<file path="src/smwc_pkg.sv">
// Package: register map, field layout, wake source coding and timing constants
package smwc_pkg;
  // ==========================================================================
  // Register byte addresses
  localparam logic [7:0] SEC_CTRL_ADDR = 8'h00;
  localparam logic [7:0] PWR_CFG_ADDR = 8'h04;
  localparam logic [7:0] KBC_CMD_ADDR = 8'h08;
  localparam logic [7:0] KBC_IDLE_ADDR = 8'h0C;
  localparam logic [7:0] STATUS_ADDR = 8'h10;
  localparam logic [7:0] WAKE_SRC_ADDR = 8'h14;
  // ==========================================================================
  // Secure control fields
  localparam int SC_LOCKOUT_EN = 0;
  localparam int SC_PWR_LOCK_EN = 1;
  localparam int SC_RST_LOCK_EN = 2;
  localparam int SC_VIDEO_EN = 3;
  localparam int SC_FLOPPY_EN = 4;
  localparam int SC_OVERRIDE = 5;
  localparam int SC_WIDTH = 6;
  localparam logic [5:0] SC_RESET = 6'h00;
  // Power configuration fields
  localparam int PC_ACPI_MODE = 0;
  localparam int PC_LEGACY_EN = 1;
  localparam int PC_SRC_LSB = 8;
  // Keyboard controller command bits (write only, act as pulses)
  localparam int KC_ASSERT = 0;
  localparam int KC_DEASSERT = 1;
  localparam int KC_PASSWORD_OK = 2;
  // Idle configuration fields
  localparam int KI_ENABLE = 16;
  localparam int IDLE_W = 16;
  localparam logic [15:0] IDLE_LIMIT_RESET = 16'h0000;
  // ==========================================================================
  // Wake source bit positions
  localparam int WS_SLEEP_BTN = 0;
  localparam int WS_RING1 = 1;
  localparam int WS_RING2 = 2;
  localparam int WS_PME_32 = 3;
  localparam int WS_PME_SEC64 = 4;
  localparam int WS_PME_PRI64 = 5;
  localparam int WS_RTC = 6;
  localparam int WS_MOUSE = 7;
  localparam int WS_KBD = 8;
  localparam int WS_USB = 9;
  localparam int WAKE_SRCS = 10;
  // Sources each state may wake from
  localparam logic [9:0] WAKE_S1_MASK = 10'h1FF;
  localparam logic [9:0] WAKE_S45_MASK = 10'h07E;
  localparam logic [9:0] WAKE_LEGACY_MASK = 10'h06E;
  // Sleep state codes on the state input
  localparam logic [2:0] STATE_S0 = 3'h0;
  localparam logic [2:0] STATE_S1 = 3'h1;
  localparam logic [2:0] STATE_S4 = 3'h4;
  localparam logic [2:0] STATE_S5 = 3'h5;
  // ==========================================================================
  // Timing
  localparam int CLK_PERIOD_PS = 4000;
  localparam int PRESS_NS = 100;
  localparam int PRESS_CYCLES = (PRESS_NS * 1000 + CLK_PERIOD_PS - 1) / CLK_PERIOD_PS;
  localparam int IDLE_TICK_US = 1000;
  localparam int IDLE_TICK_CYCLES = IDLE_TICK_US * 1000000 / CLK_PERIOD_PS;
endpackage

</file>
<file path="src/smwc_link_if.sv">
// Interface: carries the synchronised lock request and idle expiry to the core
`timescale 1ns/1ps
interface smwc_link_if;
  logic lock_level;
  logic lock_rise;
  logic lock_fall;
  logic idle_expired;
  modport sync_src (output lock_level, output lock_rise, output lock_fall);
  modport timer_src (output idle_expired);
  modport core (input lock_level, input lock_rise, input lock_fall, input idle_expired);
endinterface

</file>
<file path="src/smwc_sync.sv">
// Two-stage synchroniser with registered edge pulses for the lock request
`timescale 1ns/1ps
module smwc_sync (
  // Clock and reset
  input wire logic clk,
  input wire logic rst,
  // Raw level
  input wire logic raw_in,
  // Synchronised level and edges
  smwc_link_if.sync_src link
);
  logic meta;
  logic stable;

  // ==========================================================================
  // Only the second stage reads the first stage
  always_ff @(posedge clk) begin
    if (rst) begin
      meta <= 1'b0;
      stable <= 1'b0;
    end else begin
      meta <= raw_in;
      stable <= meta;
    end
  end

  // Level and one-cycle edges, all taken from the second stage onward
  always_ff @(posedge clk) begin
    if (rst) begin
      link.lock_level <= 1'b0;
      link.lock_rise <= 1'b0;
      link.lock_fall <= 1'b0;
    end else begin
      link.lock_level <= stable;
      link.lock_rise <= stable & ~link.lock_level;
      link.lock_fall <= ~stable & link.lock_level;
    end
  end
endmodule // smwc_sync

</file>
<file path="src/smwc_idle_timer.sv">
// Keyboard and mouse inactivity timer counting slow ticks
`timescale 1ns/1ps
module smwc_idle_timer #(
  parameter int LIMIT_W = 16
) (
  // Clock and reset
  input wire logic clk,
  input wire logic rst,
  // Control
  input wire logic enable,
  input wire logic tick,
  input wire logic activity,
  input wire logic [LIMIT_W-1:0] limit,
  // Expiry pulse
  smwc_link_if.timer_src link
);
  logic [LIMIT_W-1:0] count;
  logic fired;

  if (LIMIT_W < 1 || LIMIT_W > 31) begin : g_bad_width
    $error("smwc_idle_timer: LIMIT_W out of range");
  end

  // ==========================================================================
  // Any activity restarts the count; ticks count only while both are idle
  always_ff @(posedge clk) begin
    if (rst || !enable || activity) begin
      count <= '0;
      fired <= 1'b0;
      link.idle_expired <= 1'b0;
    end else begin
      link.idle_expired <= 1'b0;
      if (tick && !fired) begin
        if (count + 1'b1 >= limit) begin
          fired <= 1'b1;  // Fire once per idle period
          link.idle_expired <= 1'b1;
        end
        count <= count + 1'b1;
      end
    end
  end
endmodule // smwc_idle_timer

</file>
<file path="src/smwc_top.sv">
// Secure-mode actions, keyboard inactivity lock and wake-source control
`timescale 1ns/1ps

// What this block does
// - Secure lock ignores configured reset button, and power button in S0 only
// - Lock request release unlocks the buttons
// - Blank video on lock assertion if enabled
// - Write-protect floppies on lock assertion if enabled
// - Lock release restores video and floppy writes
// - Separate enables per action and button
// - Override activates enabled actions regardless of request
// - Host commands assert or deassert lock request
// - Both idle past time-out: password, lock
// - ACPI mode wakes per sleep-state table
// - Legacy wake uses firmware-enabled allowed sources
// - Power button always wakes; wake synthesizes press
// - Legacy wake disabled after reset

module smwc_top #(
  parameter int TICK_CYCLES = smwc_pkg::IDLE_TICK_CYCLES
) (
  // Clock and reset
  input wire logic MCLK,
  input wire logic SRST,
  // Register port
  input wire logic [7:0] ADDR,
  input wire logic [31:0] WDATA,
  input wire logic WR,
  input wire logic RD,
  output logic [31:0] RDATA,
  // Lock request as seen on the board wire
  input wire logic SECURE_LOCK_SENSE,
  output logic SECURE_LOCK_REQUEST,
  output logic KBD_PASSWORD_ACTIVE,
  // Keyboard and mouse activity
  input wire logic KBD_ACTIVITY,
  input wire logic MOUSE_ACTIVITY,
  // Front-panel buttons in and toward the chipset
  input wire logic PWR_BTN_IN,
  input wire logic RST_BTN_IN,
  output logic PWR_BTN_OUT,
  output logic RST_BTN_OUT,
  // Secure actions
  output logic VIDEO_BLANK,
  output logic FLOPPY_WP,
  // Wake sources and system state
  input wire logic [2:0] SLEEP_STATE,
  input wire logic [9:0] WAKE_EVENTS,
  input wire logic MGMT_WAKE
);
  // ==========================================================================
  // Declarations
  smwc_link_if link ();

  // Configuration registers
  logic [smwc_pkg::SC_WIDTH-1:0] sec_ctrl;
  logic acpi_mode;
  logic legacy_en;
  logic [smwc_pkg::WAKE_SRCS-1:0] legacy_src;
  logic idle_en;
  logic [smwc_pkg::IDLE_W-1:0] idle_limit;

  // Wake path
  logic [smwc_pkg::WAKE_SRCS-1:0] wake_src;
  logic [smwc_pkg::WAKE_SRCS-1:0] events_prev;
  logic [smwc_pkg::WAKE_SRCS-1:0] wake_edges;
  logic [smwc_pkg::WAKE_SRCS-1:0] wake_hits;
  logic mgmt_prev;

  // Tick and press timing
  logic [$clog2(TICK_CYCLES)-1:0] tick_cnt;
  logic tick;
  logic [$clog2(smwc_pkg::PRESS_CYCLES+1)-1:0] press_cnt;
  logic press_active;

  // Secure actions
  logic secure_eff;
  logic awake;
  logic video_latch;
  logic floppy_latch;
  logic pwr_locked;
  logic rst_locked;

  // Decode helpers
  logic cmd_write;
  logic next_wake;

  // Elaboration check: the tick counter needs two states
  if (TICK_CYCLES < 2) begin : g_bad_tick
    $error("smwc_top: TICK_CYCLES must be at least 2");
  end

  // ==========================================================================
  // Decoding of wake permission, used by the wake path only
  function automatic logic [9:0] wake_allow(input logic acpi, input logic leg_en,
                                            input logic [9:0] leg_src, input logic [2:0] state);
    logic [9:0] mask;
    mask = 10'h000;
    if (acpi) begin
      if (state == smwc_pkg::STATE_S1) mask = smwc_pkg::WAKE_S1_MASK;
      else if (state == smwc_pkg::STATE_S4 || state == smwc_pkg::STATE_S5) mask = smwc_pkg::WAKE_S45_MASK;
    end else if (leg_en && state != smwc_pkg::STATE_S0) begin
      mask = leg_src & smwc_pkg::WAKE_LEGACY_MASK;
    end
    // In ACPI mode any other state wakes nothing; legacy mode wakes in every state but S0
    return mask;
  endfunction

  // ==========================================================================
  // Submodules
  // Lock wire enters through two flops
  smwc_sync u_sync (
    .clk(MCLK),
    .rst(SRST),
    .raw_in(SECURE_LOCK_SENSE),
    .link(link.sync_src)
  );

  // Idle timer paced by the slow tick
  smwc_idle_timer #(
    .LIMIT_W(smwc_pkg::IDLE_W)
  ) u_idle (
    .clk(MCLK),
    .rst(SRST),
    .enable(idle_en),
    .tick(tick),
    .activity(KBD_ACTIVITY | MOUSE_ACTIVITY),
    .limit(idle_limit),
    .link(link.timer_src)
  );

  // ==========================================================================
  // Slow tick for the inactivity timer
  // One cycle wide, so each tick counts once
  always_ff @(posedge MCLK) begin
    if (SRST) begin
      tick_cnt <= '0;
      tick <= 1'b0;
    end else if (tick_cnt == $bits(tick_cnt)'(TICK_CYCLES - 1)) begin
      tick_cnt <= '0;
      tick <= 1'b1;
    end else begin
      tick_cnt <= tick_cnt + 1'b1;
      tick <= 1'b0;
    end
  end

  // ==========================================================================
  // Register writes
  // Unmapped writes change nothing
  assign cmd_write = WR && (ADDR == smwc_pkg::KBC_CMD_ADDR);

  // Secure action enables and override, each bit separate
  always_ff @(posedge MCLK) begin
    if (SRST) begin
      sec_ctrl <= smwc_pkg::SC_RESET;
    end else if (WR && ADDR == smwc_pkg::SEC_CTRL_ADDR) begin
      sec_ctrl <= WDATA[smwc_pkg::SC_WIDTH-1:0];
    end
  end

  // Power mode and legacy wake sources; legacy wake starts disabled
  // Source bits are masked again where used
  always_ff @(posedge MCLK) begin
    if (SRST) begin
      acpi_mode <= 1'b0;
      legacy_en <= 1'b0;
      legacy_src <= '0;
    end else if (WR && ADDR == smwc_pkg::PWR_CFG_ADDR) begin
      acpi_mode <= WDATA[smwc_pkg::PC_ACPI_MODE];
      legacy_en <= WDATA[smwc_pkg::PC_LEGACY_EN];
      legacy_src <= WDATA[smwc_pkg::PC_SRC_LSB +: smwc_pkg::WAKE_SRCS];
    end
  end

  // Inactivity configuration; firmware writes it only once a password exists
  always_ff @(posedge MCLK) begin
    if (SRST) begin
      idle_en <= 1'b0;
      idle_limit <= smwc_pkg::IDLE_LIMIT_RESET;
    end else if (WR && ADDR == smwc_pkg::KBC_IDLE_ADDR) begin
      idle_en <= WDATA[smwc_pkg::KI_ENABLE];
      idle_limit <= WDATA[smwc_pkg::IDLE_W-1:0];
    end
  end

  // ==========================================================================
  // Keyboard controller side: lock request driven onto the board wire
  // Expiry beats a deassert command in the same cycle so no lock is lost
  always_ff @(posedge MCLK) begin
    if (SRST) begin
      SECURE_LOCK_REQUEST <= 1'b0;
    end else if (link.idle_expired || (cmd_write && WDATA[smwc_pkg::KC_ASSERT])) begin
      SECURE_LOCK_REQUEST <= 1'b1;
    end else if (cmd_write && WDATA[smwc_pkg::KC_DEASSERT]) begin
      SECURE_LOCK_REQUEST <= 1'b0;
    end
  end

  // Keyboard password engaged on expiry, released when host accepts it
  // Expiry wins over an acceptance in the same cycle
  always_ff @(posedge MCLK) begin
    if (SRST) begin
      KBD_PASSWORD_ACTIVE <= 1'b0;
    end else if (link.idle_expired) begin
      KBD_PASSWORD_ACTIVE <= 1'b1;
    end else if (cmd_write && WDATA[smwc_pkg::KC_PASSWORD_OK]) begin
      KBD_PASSWORD_ACTIVE <= 1'b0;
    end
  end

  // ==========================================================================
  // Secure actions, driven from the synchronised request and the override bit
  assign secure_eff = link.lock_level | sec_ctrl[smwc_pkg::SC_OVERRIDE];
  assign awake = (SLEEP_STATE == smwc_pkg::STATE_S0);

  // Lockout is a level: it follows the request both ways
  // Power lockout only applied while running, so a locked power button can still wake a sleeper; reset lockout applies in every state
  assign pwr_locked = awake & secure_eff & sec_ctrl[smwc_pkg::SC_LOCKOUT_EN]
                      & sec_ctrl[smwc_pkg::SC_PWR_LOCK_EN];
  assign rst_locked = secure_eff & sec_ctrl[smwc_pkg::SC_LOCKOUT_EN]
                      & sec_ctrl[smwc_pkg::SC_RST_LOCK_EN];

  // Video and floppy act on the request becoming asserted, not on its level,
  // so enabling the option mid-lock waits for the next assertion
  always_ff @(posedge MCLK) begin
    if (SRST || !sec_ctrl[smwc_pkg::SC_VIDEO_EN] || link.lock_fall) begin
      video_latch <= 1'b0;
    end else if (link.lock_rise) begin
      video_latch <= 1'b1;
    end
  end

  // Floppy protection latches the same way
  always_ff @(posedge MCLK) begin
    if (SRST || !sec_ctrl[smwc_pkg::SC_FLOPPY_EN] || link.lock_fall) begin
      floppy_latch <= 1'b0;
    end else if (link.lock_rise) begin
      floppy_latch <= 1'b1;
    end
  end

  // Registered outputs; override gated by each enable
  always_ff @(posedge MCLK) begin
    if (SRST) begin
      VIDEO_BLANK <= 1'b0;
      FLOPPY_WP <= 1'b0;
    end else begin
      VIDEO_BLANK <= sec_ctrl[smwc_pkg::SC_VIDEO_EN]
                     & (video_latch | sec_ctrl[smwc_pkg::SC_OVERRIDE]);
      FLOPPY_WP <= sec_ctrl[smwc_pkg::SC_FLOPPY_EN]
                   & (floppy_latch | sec_ctrl[smwc_pkg::SC_OVERRIDE]);
    end
  end

  // ==========================================================================
  // Wake detection on rising edges of the sources
  // A held source wakes only once
  always_ff @(posedge MCLK) begin
    if (SRST) begin
      events_prev <= '0;
      mgmt_prev <= 1'b0;
    end else begin
      events_prev <= WAKE_EVENTS;
      mgmt_prev <= MGMT_WAKE;
    end
  end

  assign wake_edges = WAKE_EVENTS & ~events_prev;
  assign wake_hits = wake_edges & wake_allow(acpi_mode, legacy_en, legacy_src, SLEEP_STATE);

  // Management wake request is turned into a press in any state but S0, whatever the wake mode
  assign next_wake = !awake && ((|wake_hits) || (MGMT_WAKE && !mgmt_prev));

  // Last wake cause for software; the sources keep their own status
  // A press in progress keeps the first cause
  always_ff @(posedge MCLK) begin
    if (SRST) begin
      wake_src <= '0;
    end else if (next_wake && !press_active) begin
      wake_src <= wake_hits;
    end else if (WR && ADDR == smwc_pkg::WAKE_SRC_ADDR) begin
      wake_src <= '0;
    end
  end

  // Synthesized press of fixed length; new wakes during a press merge into it
  // Length comes from the package
  always_ff @(posedge MCLK) begin
    if (SRST) begin
      press_cnt <= '0;
      press_active <= 1'b0;
    end else if (next_wake && !press_active) begin
      press_cnt <= $bits(press_cnt)'(smwc_pkg::PRESS_CYCLES - 1);
      press_active <= 1'b1;
    end else if (press_active) begin
      if (press_cnt == '0) press_active <= 1'b0;
      else press_cnt <= press_cnt - 1'b1;
    end
  end

  // ==========================================================================
  // Buttons toward the chipset
  // Asleep, a real power button press always passes
  always_ff @(posedge MCLK) begin
    if (SRST) begin
      PWR_BTN_OUT <= 1'b0;
      RST_BTN_OUT <= 1'b0;
    end else begin
      PWR_BTN_OUT <= (PWR_BTN_IN & ~pwr_locked) | press_active;
      RST_BTN_OUT <= RST_BTN_IN & ~rst_locked;
    end
  end

  // ==========================================================================
  // Register reads, data in the cycle after the strobe; unmapped reads zero
  // Reads have no side effects
  always_ff @(posedge MCLK) begin
    if (SRST) begin
      RDATA <= 32'h0000_0000;
    end else if (RD) begin
      unique case (ADDR)
        smwc_pkg::SEC_CTRL_ADDR: RDATA <= {26'h000_0000, sec_ctrl};
        smwc_pkg::PWR_CFG_ADDR: RDATA <= {14'h0000, legacy_src, 6'h00, legacy_en, acpi_mode};
        smwc_pkg::KBC_CMD_ADDR: RDATA <= {30'h0000_0000, KBD_PASSWORD_ACTIVE, SECURE_LOCK_REQUEST};
        smwc_pkg::KBC_IDLE_ADDR: RDATA <= {15'h0000, idle_en, idle_limit};
        smwc_pkg::STATUS_ADDR: RDATA <= {24'h00_0000, press_active, rst_locked, pwr_locked,
                                         FLOPPY_WP, VIDEO_BLANK, secure_eff, link.lock_level,
                                         acpi_mode};
        smwc_pkg::WAKE_SRC_ADDR: RDATA <= {22'h00_0000, wake_src};
        default: RDATA <= 32'h0000_0000;
      endcase
    end else begin
      RDATA <= 32'h0000_0000;
    end
  end
endmodule // smwc_top

</file>
<file path="config.mk">
export PLATFORM = sky130hd
export DESIGN_NAME = smwc_top
export DESIGN_NICKNAME = d
export VERILOG_FILES = /design/src/smwc_pkg.sv /design/src/smwc_link_if.sv /design/src/smwc_sync.sv /design/src/smwc_idle_timer.sv /design/src/smwc_top.sv
export SDC_FILE = /design/constraint.sdc
export NUM_CORES = 1
export LEC_CHECK = 0
export ABC_CLOCK_PERIOD_IN_PS = 7150
export BUFFER_PORTS_ARGS = -buffer_cell sky130_fd_sc_hd__buf_2
export CAP_MARGIN = 30
export CORE_MARGIN = 2
export CORE_UTILIZATION = 25
export DETAILED_ROUTE_END_ITERATION = 16
export PLACE_DENSITY = 0.4
export RECOVER_POWER = 50
export SYNTH_ARGS = -nofsm -noshare
export SYNTH_HDL_FRONTEND = slang
export SYNTH_SLANG_ARGS = --single-unit
</file>
<file path="constraint.sdc">
create_clock -name MCLK -period 7.15 [get_ports MCLK]
set_input_delay 0.3575 -clock MCLK [delete_from_list [all_inputs] [get_ports MCLK]]
set_output_delay 0.3575 -clock MCLK [all_outputs]
set_load 0.05 [all_outputs]
</file>
* Word level (Yosys, flattened, before mapping)
Cells that the tools add are included.
** Word-level totals
- Register bits after elaboration :: 144
- Word-level logic and storage cells :: 135
- Output and inout port bits :: 38
- Input port bits :: 63
** Operators by class
- Bitwise operators :: 26
- Magnitude comparators :: 1
- Add/sub/neg operators :: 3
- Mux-type cells :: 19
- Reduce and logical (&&, ||, !) cells :: 45
- Equal/unequal tests :: 10
** Operators with widths (number)
- 18-bit one-hot mux with 6 select lines :: 1
- 10-bit two-way mux :: 3
- 10-bit AND :: 2
- 18-bit by 1-bit adder with 18-bit output (second input constant) :: 1
- 18-bit equality test (second input constant) :: 1
- 16-bit by 1-bit adder with 16-bit output (second input constant) :: 1
- 8-bit by 4-bit equality test with 1-bit output (second input constant) :: 2
- 8-bit by 5-bit equality test with 1-bit output (second input constant) :: 2
- 16-bit >= comparator :: 1
- 5-bit two-way mux :: 3
- 7-bit two-way mux :: 2
- 1-bit logical AND :: 13
- 1-bit AND :: 11
- 10-bit inverter :: 1
- 10-bit OR reduction :: 1
- 1-bit logical OR :: 9
- 1-bit two-way mux :: 9
- 9-bit two-way mux :: 1
- 8-bit by 3-bit equality test with 1-bit output (second input constant) :: 1
- 8-bit zero test :: 1
- 2-bit nonzero test :: 4
- 2-bit OR reduction :: 4
- 1-bit zero test :: 7
- 1-bit inverter :: 7
- other kinds (9) :: 16

* Depth between registers and ports, before layout
Gate-level depths: netlist (run 1).
- Depth in word-level cells :: 12
- Depth in mapped cells :: 11
- Gate-level depth less buffers :: 11

* Cells and area by module
A second synthesis (run 1) with hierarchy kept.
** Unflattened totals
- Cells, all modules :: 681
- Area total of the unflattened synthesis :: 5997.0 µm²
** Modules (own cells, without submodules)
- smwc_top :: instances 1, sequential area each 2102.0 µm², cells an instance 499, area an instance 4489.3 µm²
- smwc_idle_timer :: instances 1, sequential area each 360.3 µm², cells an instance 172, area an instance 1373.8 µm²
- smwc_sync :: instances 1, sequential area each 100.1 µm², cells an instance 10, area an instance 133.9 µm²

* Least setup slack after synthesis (run 1)
OpenSTA, ideal clock, no wires.
- Kind :: register -> register
- From :: reg u_idle.count[0]
- To :: reg u_idle.fired
- Clock period less this slack :: 2542 ps
- Setup time :: 137 ps
- Cell stages (with the launch flop) :: 12
- Arrival time :: 2405 ps
- Buffers on the path :: 0
- Slack :: 4608 ps
- Required time :: 7013 ps
- Cells stage by stage :: dfxtp_1 -> ha_1 -> and4_1 -> nand3_1 -> or2_2 -> nor2_1 -> xor2_1 -> ha_1 -> a21o_1 -> a21o_1 -> a31oi_1 -> o21ai_0
** On the way
- Word-level cells in the longest chain between the ends :: 3
** RTL lines
- start, declared :: RTL line smwc_idle_timer.sv:17 : logic [LIMIT_W-1:0] count;
- start signal, assigned :: RTL line smwc_idle_timer.sv:38 : count <= count + 1'b1;
- 16-bit by 1-bit adder with 16-bit output :: RTL line smwc_idle_timer.sv:34 : if (count + 1'b1 >= limit) begin
- 16-bit >= comparator :: RTL line smwc_idle_timer.sv:34
- 2-bit AND reduction (no line)
- end signal, assigned :: RTL line smwc_idle_timer.sv:29 : fired <= 1'b0;
- end signal, assigned :: RTL line smwc_idle_timer.sv:35 : fired <= 1'b1;
- end, declared :: RTL line smwc_idle_timer.sv:18 : logic fired;
Every way passes these cells.
A chain may end at the register's enable or synchronous reset.

* Final worst setup path (run 1)
- From :: in SRST
- To :: reg tick_cnt[15]
** On the way
- Word-level cells in the longest chain between the ends :: 1
** RTL lines
- start, declared :: RTL line smwc_top.sv:24 : input wire logic SRST,
- 2-bit OR reduction (no line)
- end signal, assigned :: RTL line smwc_top.sv:143 : tick_cnt <= tick_cnt + 1'b1;
- end, declared :: RTL line smwc_top.sv:71 : logic [$clog2(TICK_CYCLES)-1:0] tick_cnt;
Every way passes these cells.

==> impl_metrics.env, run 1 <==
export IMPL_r2r_slack_ps=4020
export IMPL_path_buf_inv=2
export IMPL_avgViaCountPerCell=4.631
export IMPL_synth_async_sr_flop_share_pct=0
export IMPL_drt_iter0_drc=298
export IMPL_status="finished, violations left"
export IMPL_ys_ff_latch=128
export IMPL_cpPeakStageDelay_ps=2350
export IMPL_first_pass_iters=5
export IMPL_fin_skew_ps=6.566
export IMPL_critPathMostFrequentCell="clkbuf_1"
export IMPL_die_area_um2=24430
export IMPL_rsz0062_at_grt="false"
export IMPL_h_tree_depth=4
export IMPL_cp_end_kind="flop"
export IMPL_drive_gt1_share_pct=12.66
export IMPL_die_w_um=156.3
export IMPL_timing_rr_end="u_idle.link.idle_expired"
export IMPL_initial_utilization_pct=25.53
export IMPL_cp_required_ps=7420
export IMPL_holdPathStages=2
export IMPL_worstMarginPinSlew_ps=3267
export IMPL_final_cell_area_um2=6955
export IMPL_layout_common_cells="dfxtp_1 (128), nand2_1 (104), nor2_1 (68)"
export IMPL_dieHeight_um=156.3
export IMPL_gp_congestion=0.8040
export IMPL_clkSlewWorstSetupHoldPaths_ps=60
export IMPL_cp_max_fo=71
export IMPL_hold_buffers=0
export IMPL_final_cells=1043
export IMPL_drv_cap=2
export IMPL_leakagePower_nw=2.462
export IMPL_cts_resized=0
export IMPL_cp_cell_sequence="clkbuf_1, clkbuf_1, or2_0, nor2_1"
export IMPL_antenna_found_initial=0
export IMPL_fin_crit_sh_pct=51.76
export IMPL_grt_usage_pct=13.46
export IMPL_cts_tree="yes"
export IMPL_netlist_area_um2=5798
export IMPL_route_detailed_drc=0
export IMPL_layout_nets=827
export IMPL_critPathKind="input port to flop"
export IMPL_drt_antenna_violating_nets=0
export IMPL_clock_sinks=128
export IMPL_reg2reg_depth=9
export IMPL_holdPathEnd="events_prev[6]"
export IMPL_slew_viol_final=83
export IMPL_fin_setup_tns_ps=0
export IMPL_hold_path_startpoint="WAKE_EVENTS[6]"
export IMPL_peakVddDrop_mv=0.1645
export IMPL_hold_viol=0
export IMPL_cp_top_family="buffers and inverters"
export IMPL_powerDensity_nw_per_um2=256.2
export IMPL_finalSetupViolCount=0
export IMPL_grt_pass1_vias=4772
export IMPL_synth_edf_count=0
export IMPL_arrival_ps=3970
export IMPL_clk_path_buf_depth=2
export IMPL_synth_cells=685
export IMPL_areaGrowthSynthToFinish_pct=19.96
export IMPL_slew_headroom_pct=-117.8
export IMPL_core_um2=22710
export IMPL_wl_per_cell_um=15.44
export IMPL_ys_warn_count=0
export IMPL_dpl_hpwl_mm=11.89
export IMPL_grt_max_degree=72
export IMPL_mostFrequentLayoutCell="dfxtp_1"
export IMPL_io_pins=101
export IMPL_dp_cells=1010
export IMPL_root_buffer="clkbuf_16"
export IMPL_routed_wl_mm=16.10
export IMPL_violations="capacitance limit, slew limit"
export IMPL_power_total_w=0.001782
export IMPL_grt_pass1_wl_mm=25.37
export IMPL_row_count=55
export IMPL_cts_setup_buffers=0
export IMPL_vias=4830
export IMPL_num_antenna_cells=0
export IMPL_cp_start_kind="input port"
export IMPL_ys_flop_type="dfxtp_1"
export IMPL_syn_avg_cell_area_um2=8.464
export IMPL_io_buffer_count=71
export IMPL_final_util_pct=30.63
export IMPL_crit_slowest_cell="clkbuf_1"
export IMPL_seq_area_frac_synth_pct=44.20
export IMPL_clock_fmax_mhz=270.2
export IMPL_r2r_start="u_idle.count[0]"
export IMPL_yosysUniqueCellTypes=57
export IMPL_clk_latency_ps=420
export IMPL_fin_crit_ps=3701
export IMPL_dpl_cell_area_um2=6334
export IMPL_hold_path_class="input port to flop"
export IMPL_grt_overflow=0
export IMPL_cts_inserted_buffers=17
==> per-stage QoR <==
step / setup WS (ps) / hold slack [ps]
finish: 3449 / 159.6
CTS: 4001 / 146.6
detailed placement: 3918 / 416.2
floorplan: 4608 / 388.5
global route: 3153 / 157.3
global placement: 3979 / 412.8
==> final cells by class <==
type,count,area [um2]
Clock buffer,19,452.9
Clock inverter,13,207.7
Fill cell,2455,15750
Inverter,26,97.59
Multi-Input combinational cell,497,2924
Sequential cell,128,2562
Tap cell,285,356.6
Timing Repair Buffer,75,354.1
==> sequential cells by signal (all words and copies together), names as in the netlist, 5 cells and up <==
| name | cells |
|---|---|
| legacy_src | 10 |
| RDATA | 18 |
| wake_src | 9 |
| sec_ctrl | 6 |
| u_idle.count | 16 |
| events_prev | 9 |
| tick_cnt | 18 |
| idle_limit | 16 |
| press_cnt | 5 |
==> synthesized netlist by cell type (13+ instances only) <==
| master | n | area (um2) |
|---|---|---|
| dfxtp_1 | 128 | 2562 |
| nand2_1 | 104 | 390.4 |
| nor2_1 | 68 | 255.2 |
| a21oi_1 | 59 | 295.3 |
| inv_1 | 26 | 97.59 |
| xnor2_1 | 25 | 219.0 |
| clkbuf_1 | 24 | 90.09 |
| nand3_1 | 21 | 105.1 |
| nor2b_1 | 21 | 131.4 |
| ha_1 | 19 | 237.7 |
| xor2_1 | 18 | 157.7 |
| buf_4 | 15 | 112.6 |
| nor3_1 | 15 | 75.07 |
| a22oi_1 | 14 | 105.1 |
| o21ai_0 | 13 | 65.06 |
==> worst max-delay path by stage <==
stage / depth (start not counted) / start / endpoint
3_5_place_dp: 6 / ADDR[1] / idle_limit[3]
5_1_grt: 4 / SRST / tick_cnt[15]
4_1_cts: 9 / u_idle.count[0] / u_idle.link.idle_expired
6_report: 4 / SRST / tick_cnt[15]
2_1_floorplan: 11 / u_idle.count[0] / u_idle.fired
3_3_place_gp: 6 / ADDR[1] / idle_limit[15]
==> logic make-up (layout without fill, tap and decap cells) <==
family	Yosys count	in the layout	share of synthesized area, %
and+or+nand+nor	296	296	25.05
DFF	128	128	44.20
AOI/OAI and AO/OA	123	123	13.55
buffers and inverters	73	133	5.956
xor gates and xnor gates	43	43	6.495
adders and majority gates	19	19	4.100
muxes	2	2	0.5826
other	1	14	0.06468
==> power breakdown <==
group	internal, W	switching, W
Combinational	0.0000255	0.0000595
Sequential	0.000723	0.00000573
Clock	0.000638	0.000330
==> layer usage <==
metal / track usage (%) / routed length [um] / part of all wire (%) / vias up
met5: 0 / 0 / 0 / -
met4: 4.019 / 138 / 0.86 / 0
met3: 3.822 / 685 / 4.3 / 10
met2: 21.98 / 7530 / 47 / 108
met1: 17.26 / 7748 / 48 / 2264
li1: - / - / - / 2448
(Power assumes the default switching activity.)
==> run 2: changes to the inputs <==
--- a/config.mk
+++ b/config.mk
@@ -5,13 +5,14 @@
 export SDC_FILE = /design/constraint.sdc
 export NUM_CORES = 1
 export LEC_CHECK = 0
-export ABC_CLOCK_PERIOD_IN_PS = 7150
+export ABC_AREA = 1
+export ABC_CLOCK_PERIOD_IN_PS = 3200
 export BUFFER_PORTS_ARGS = -buffer_cell sky130_fd_sc_hd__buf_2
 export CAP_MARGIN = 30
 export CORE_MARGIN = 2
 export CORE_UTILIZATION = 25
 export DETAILED_ROUTE_END_ITERATION = 16
-export PLACE_DENSITY = 0.4
+export PLACE_DENSITY = 0.41
 export RECOVER_POWER = 50
 export SYNTH_ARGS = -nofsm -noshare
 export SYNTH_HDL_FRONTEND = slang
==> constraint.sdc (replaced) <==
create_clock -name MCLK -period 3.2 [get_ports MCLK]
set_input_delay 0.16 -clock MCLK [delete_from_list [all_inputs] [get_ports MCLK]]
set_output_delay 0.16 -clock MCLK [all_outputs]
set_load 0.05 [all_outputs]
==> run 2 against run 1 <==
The flow still finishes with violations (capacitance limit, slew limit). Cell count up 16%. Wire length is 0.93% lower. Worst hold slack lost 140 ps. Synthesized cell count up 15%. Largest power group unchanged. Non-clock buffer count grew 23.
==> impl_metrics.env, run 2 <==
export IMPL_cp_start_kind="flop"
export IMPL_ys_flop_type="dfxtp_1"
export IMPL_hold_path_startpoint="WDATA[6]"
export IMPL_powerDensity_nw_per_um2=496.8
export IMPL_status="finished, violations left"
export IMPL_antenna_found_initial=0
export IMPL_fin_crit_sh_pct=87.25
export IMPL_arrival_ps=3160
export IMPL_wl_per_cell_um=13.15
export IMPL_clkSlewWorstSetupHoldPaths_ps=60
export IMPL_critPathKind="flop to flop"
export IMPL_layout_common_cells="dfxtp_1 (128), inv_1 (112), nand2_1 (107)"
export IMPL_grt_overflow=0
export IMPL_critPathMostFrequentCell="nand2_1"
export IMPL_avgViaCountPerCell=4.190
export IMPL_path_buf_inv=3
export IMPL_h_tree_depth=4
export IMPL_synth_area_leaders="dfxtp_1 (43%), inv_1 (7.0%), nand2_1 (6.7%), a21oi_1 (6.6%), nor2_1 (6.1%)"
export IMPL_num_antenna_cells=0
export IMPL_holdPathEnd="idle_limit[6]"
export IMPL_finalSetupViolCount=0
export IMPL_grt_max_degree=39
export IMPL_fin_crit_ps=2792
export IMPL_grt_usage_pct=13.16
export IMPL_cp_max_fo=5
export IMPL_fin_setup_tns_ps=0
export IMPL_vias=5083
export IMPL_cts_resized=0
export IMPL_mostFrequentLayoutCell="dfxtp_1"
export IMPL_synth_async_sr_flop_share_pct=0
export IMPL_yosysTopAreaCellShare_pct=42.79
export IMPL_power_total_w=0.003628
export IMPL_clock_sinks=128
export IMPL_io_buffer_count=71
export IMPL_timing_rr_end="u_idle.link.idle_expired"
export IMPL_dieHeight_um=158.8
export IMPL_crit_slowest_cell="dfxtp_1"
export IMPL_cp_end_kind="flop"
export IMPL_drt_antenna_violating_nets=0
export IMPL_core_um2=23470
export IMPL_cpPeakStageDelay_ps=400
export IMPL_gp_congestion=0.7674
export IMPL_slew_viol_final=33
export IMPL_fillers=2624
export IMPL_die_w_um=158.8
export IMPL_clk_path_buf_depth=2
export IMPL_cp_required_ps=3560
export IMPL_fin_skew_ps=9.291
export IMPL_areaGrowthSynthToFinish_pct=21.94
export IMPL_cp_top_family="simple AND/OR/NAND/NOR gates"
export IMPL_row_count=56
export IMPL_clock_fmax_mhz=358.2
export IMPL_hold_path_class="input port to flop"
export IMPL_grt_pass1_vias=5019
export IMPL_cp_cell_sequence="ha_1, nand2_1, nor2_2, nand2_2, nor2_4, nand2_1, nor2_2, nand3_2, o21ai_2, nand2_1, ha_1, nand2_1, inv_1, nand3_1, nor3_1, nand3_1, nand3_1, nand2_1, inv_1, nand2_1, inv_1"
export IMPL_io_pins=101
export IMPL_root_buffer="clkbuf_16"
export IMPL_drv_cap=1
export IMPL_dpl_hpwl_mm=11.73
export IMPL_worstMarginPinSlew_ps=1638
export IMPL_synth_cells=788
export IMPL_cts_tree="yes"
export IMPL_rsz0062_at_grt="false"
export IMPL_hold_viol=0
export IMPL_drive_gt1_share_pct=13.42
export IMPL_reg_largest_list="RDATA (18), tick_cnt (18)"
export IMPL_synth_edf_count=0
export IMPL_slew_headroom_pct=-9.177
export IMPL_seq_area_frac_synth_pct=42.79
export IMPL_holdPathStages=3
export IMPL_reg2reg_depth=21
export IMPL_leakagePower_nw=3.101
export IMPL_routed_wl_mm=15.95
export IMPL_netlist_area_um2=5988
export IMPL_yosys_area_top_type="dfxtp_1"
export IMPL_yosysUniqueCellTypes=50
export IMPL_first_pass_iters=4
export IMPL_drt_iter0_drc=225
export IMPL_route_detailed_drc=0
export IMPL_die_area_um2=25210
export IMPL_grt_pass1_wl_mm=26.21
export IMPL_hold_slack_ps=15.28
export IMPL_clk_latency_ps=420
export IMPL_peakVddDrop_mv=0.3105
export IMPL_initial_utilization_pct=25.51
export IMPL_layout_nets=965
export IMPL_violations="capacitance limit, slew limit"
export IMPL_synth_common_cells="dfxtp_1 (128), inv_1 (112), nand2_1 (107)"
export IMPL_ys_warn_count=0
export IMPL_syn_avg_cell_area_um2=7.599
export IMPL_r2r_start="u_idle.count[0]"
export IMPL_ys_ff_latch=128
export IMPL_cts_inserted_buffers=17
export IMPL_r2r_slack_ps=410
export IMPL_yosysMostFrequentCell="dfxtp_1"
-- run 2: changes by cell type after synthesis, sizes merged, moves of 6 or more --
cell and delta:
a21oi +22, a22oi -14, clkbuf -12, inv +91, nand2 +12, nand2b -11, nand3 +10, nor2 +44
nor2b -21, o21ai +49, or3 -6, xnor2 -23
-- run 2: timing repair --
| item | 4_1_cts | 5_1_grt |
|---|---|---|
| buffers inserted | 0 | 0 |
| setup endpoints to repair | 0 | 0 |
| hold endpoints to repair | 22 | 0 |
| hold buffers | 22 | 0 |
-- run 2: worst min-delay path: cells and delay by family --
family          cells  cell delay, ps
compound gates      2             160
buf+inv             1              80
-- run 2: worst max-delay path by stage --
stage,cells after the start,to,slack [ps],start
after floorplan,21,u_idle.fired,770,u_idle.count[0]
after global placement,21,u_idle.fired,530,u_idle.count[0]
after detailed placement,21,u_idle.fired,450,u_idle.count[0]
after CTS,21,u_idle.link.idle_expired,430,u_idle.count[0]
after global routing,21,u_idle.fired,180,u_idle.count[0]
final,21,u_idle.link.idle_expired,410,u_idle.count[0]
-- run 2: layout make-up --
type | count | area [um2] | share of cell area, %
multi-input combinational | 519 | 2789 | 38.19
timing repair buffer | 98 | 574.3 | 7.865
clock inverter | 7 | 62.56 | 0.8568
inverter | 119 | 446.7 | 6.117
tap | 319 | 399.1 | 5.466
sequential | 128 | 2562 | 35.09
clock buffer | 23 | 467.9 | 6.409
-- run 2: power by group --
part / total [W] / internal (W) / switching [W]
Combinational: 0.000221 / 0.0000736 / 0.000147
Sequential: 0.00163 / 0.00162 / 0.00000971
Clock: 0.00178 / 0.00109 / 0.000690
-- run 2: routing by layer --
metal  vias to the layer above  track usage, %  routed length (um)
met4                         0           5.254                 295
li1                       2705               -                   -
met3                        15           3.344                 665
met5                         -               0                   0
met1                      2270           17.87                8224
met2                        93           19.87                6768
-- run 2: cells by family (layout without fill, tap and decap cells) --
family                   count (synthesis)  count (layout)  synth area share, %
flip-flops                             128             128                42.79
buffers and inverters                  154             247                11.30
XOR/XNOR                                20              20                2.925
AO/OA/AOI/OAI                          161             161                14.40
AND/OR/NAND/NOR                        305             305                24.55
other                                    1              14              0.06262
adder cells (fa/ha/maj)                 19              19                3.970
-- run 2: stage by stage --
| step | setup WS, ps | area (um2) | util (%) | std cells |
|---|---|---|---|---|
| floorplan | 774.6 | 6037 | - | 801 |
| global placement | 529.5 | 6599 | 28.11 | 1161 |
| detailed placement | 450.0 | 6599 | 28.11 | 1161 |
| CTS | 426.1 | 7350 | 31.31 | 1213 |
| global route | 178.5 | 7302 | 31.11 | 1213 |
| finish | 408.0 | 7302 | 31.11 | 1213 |
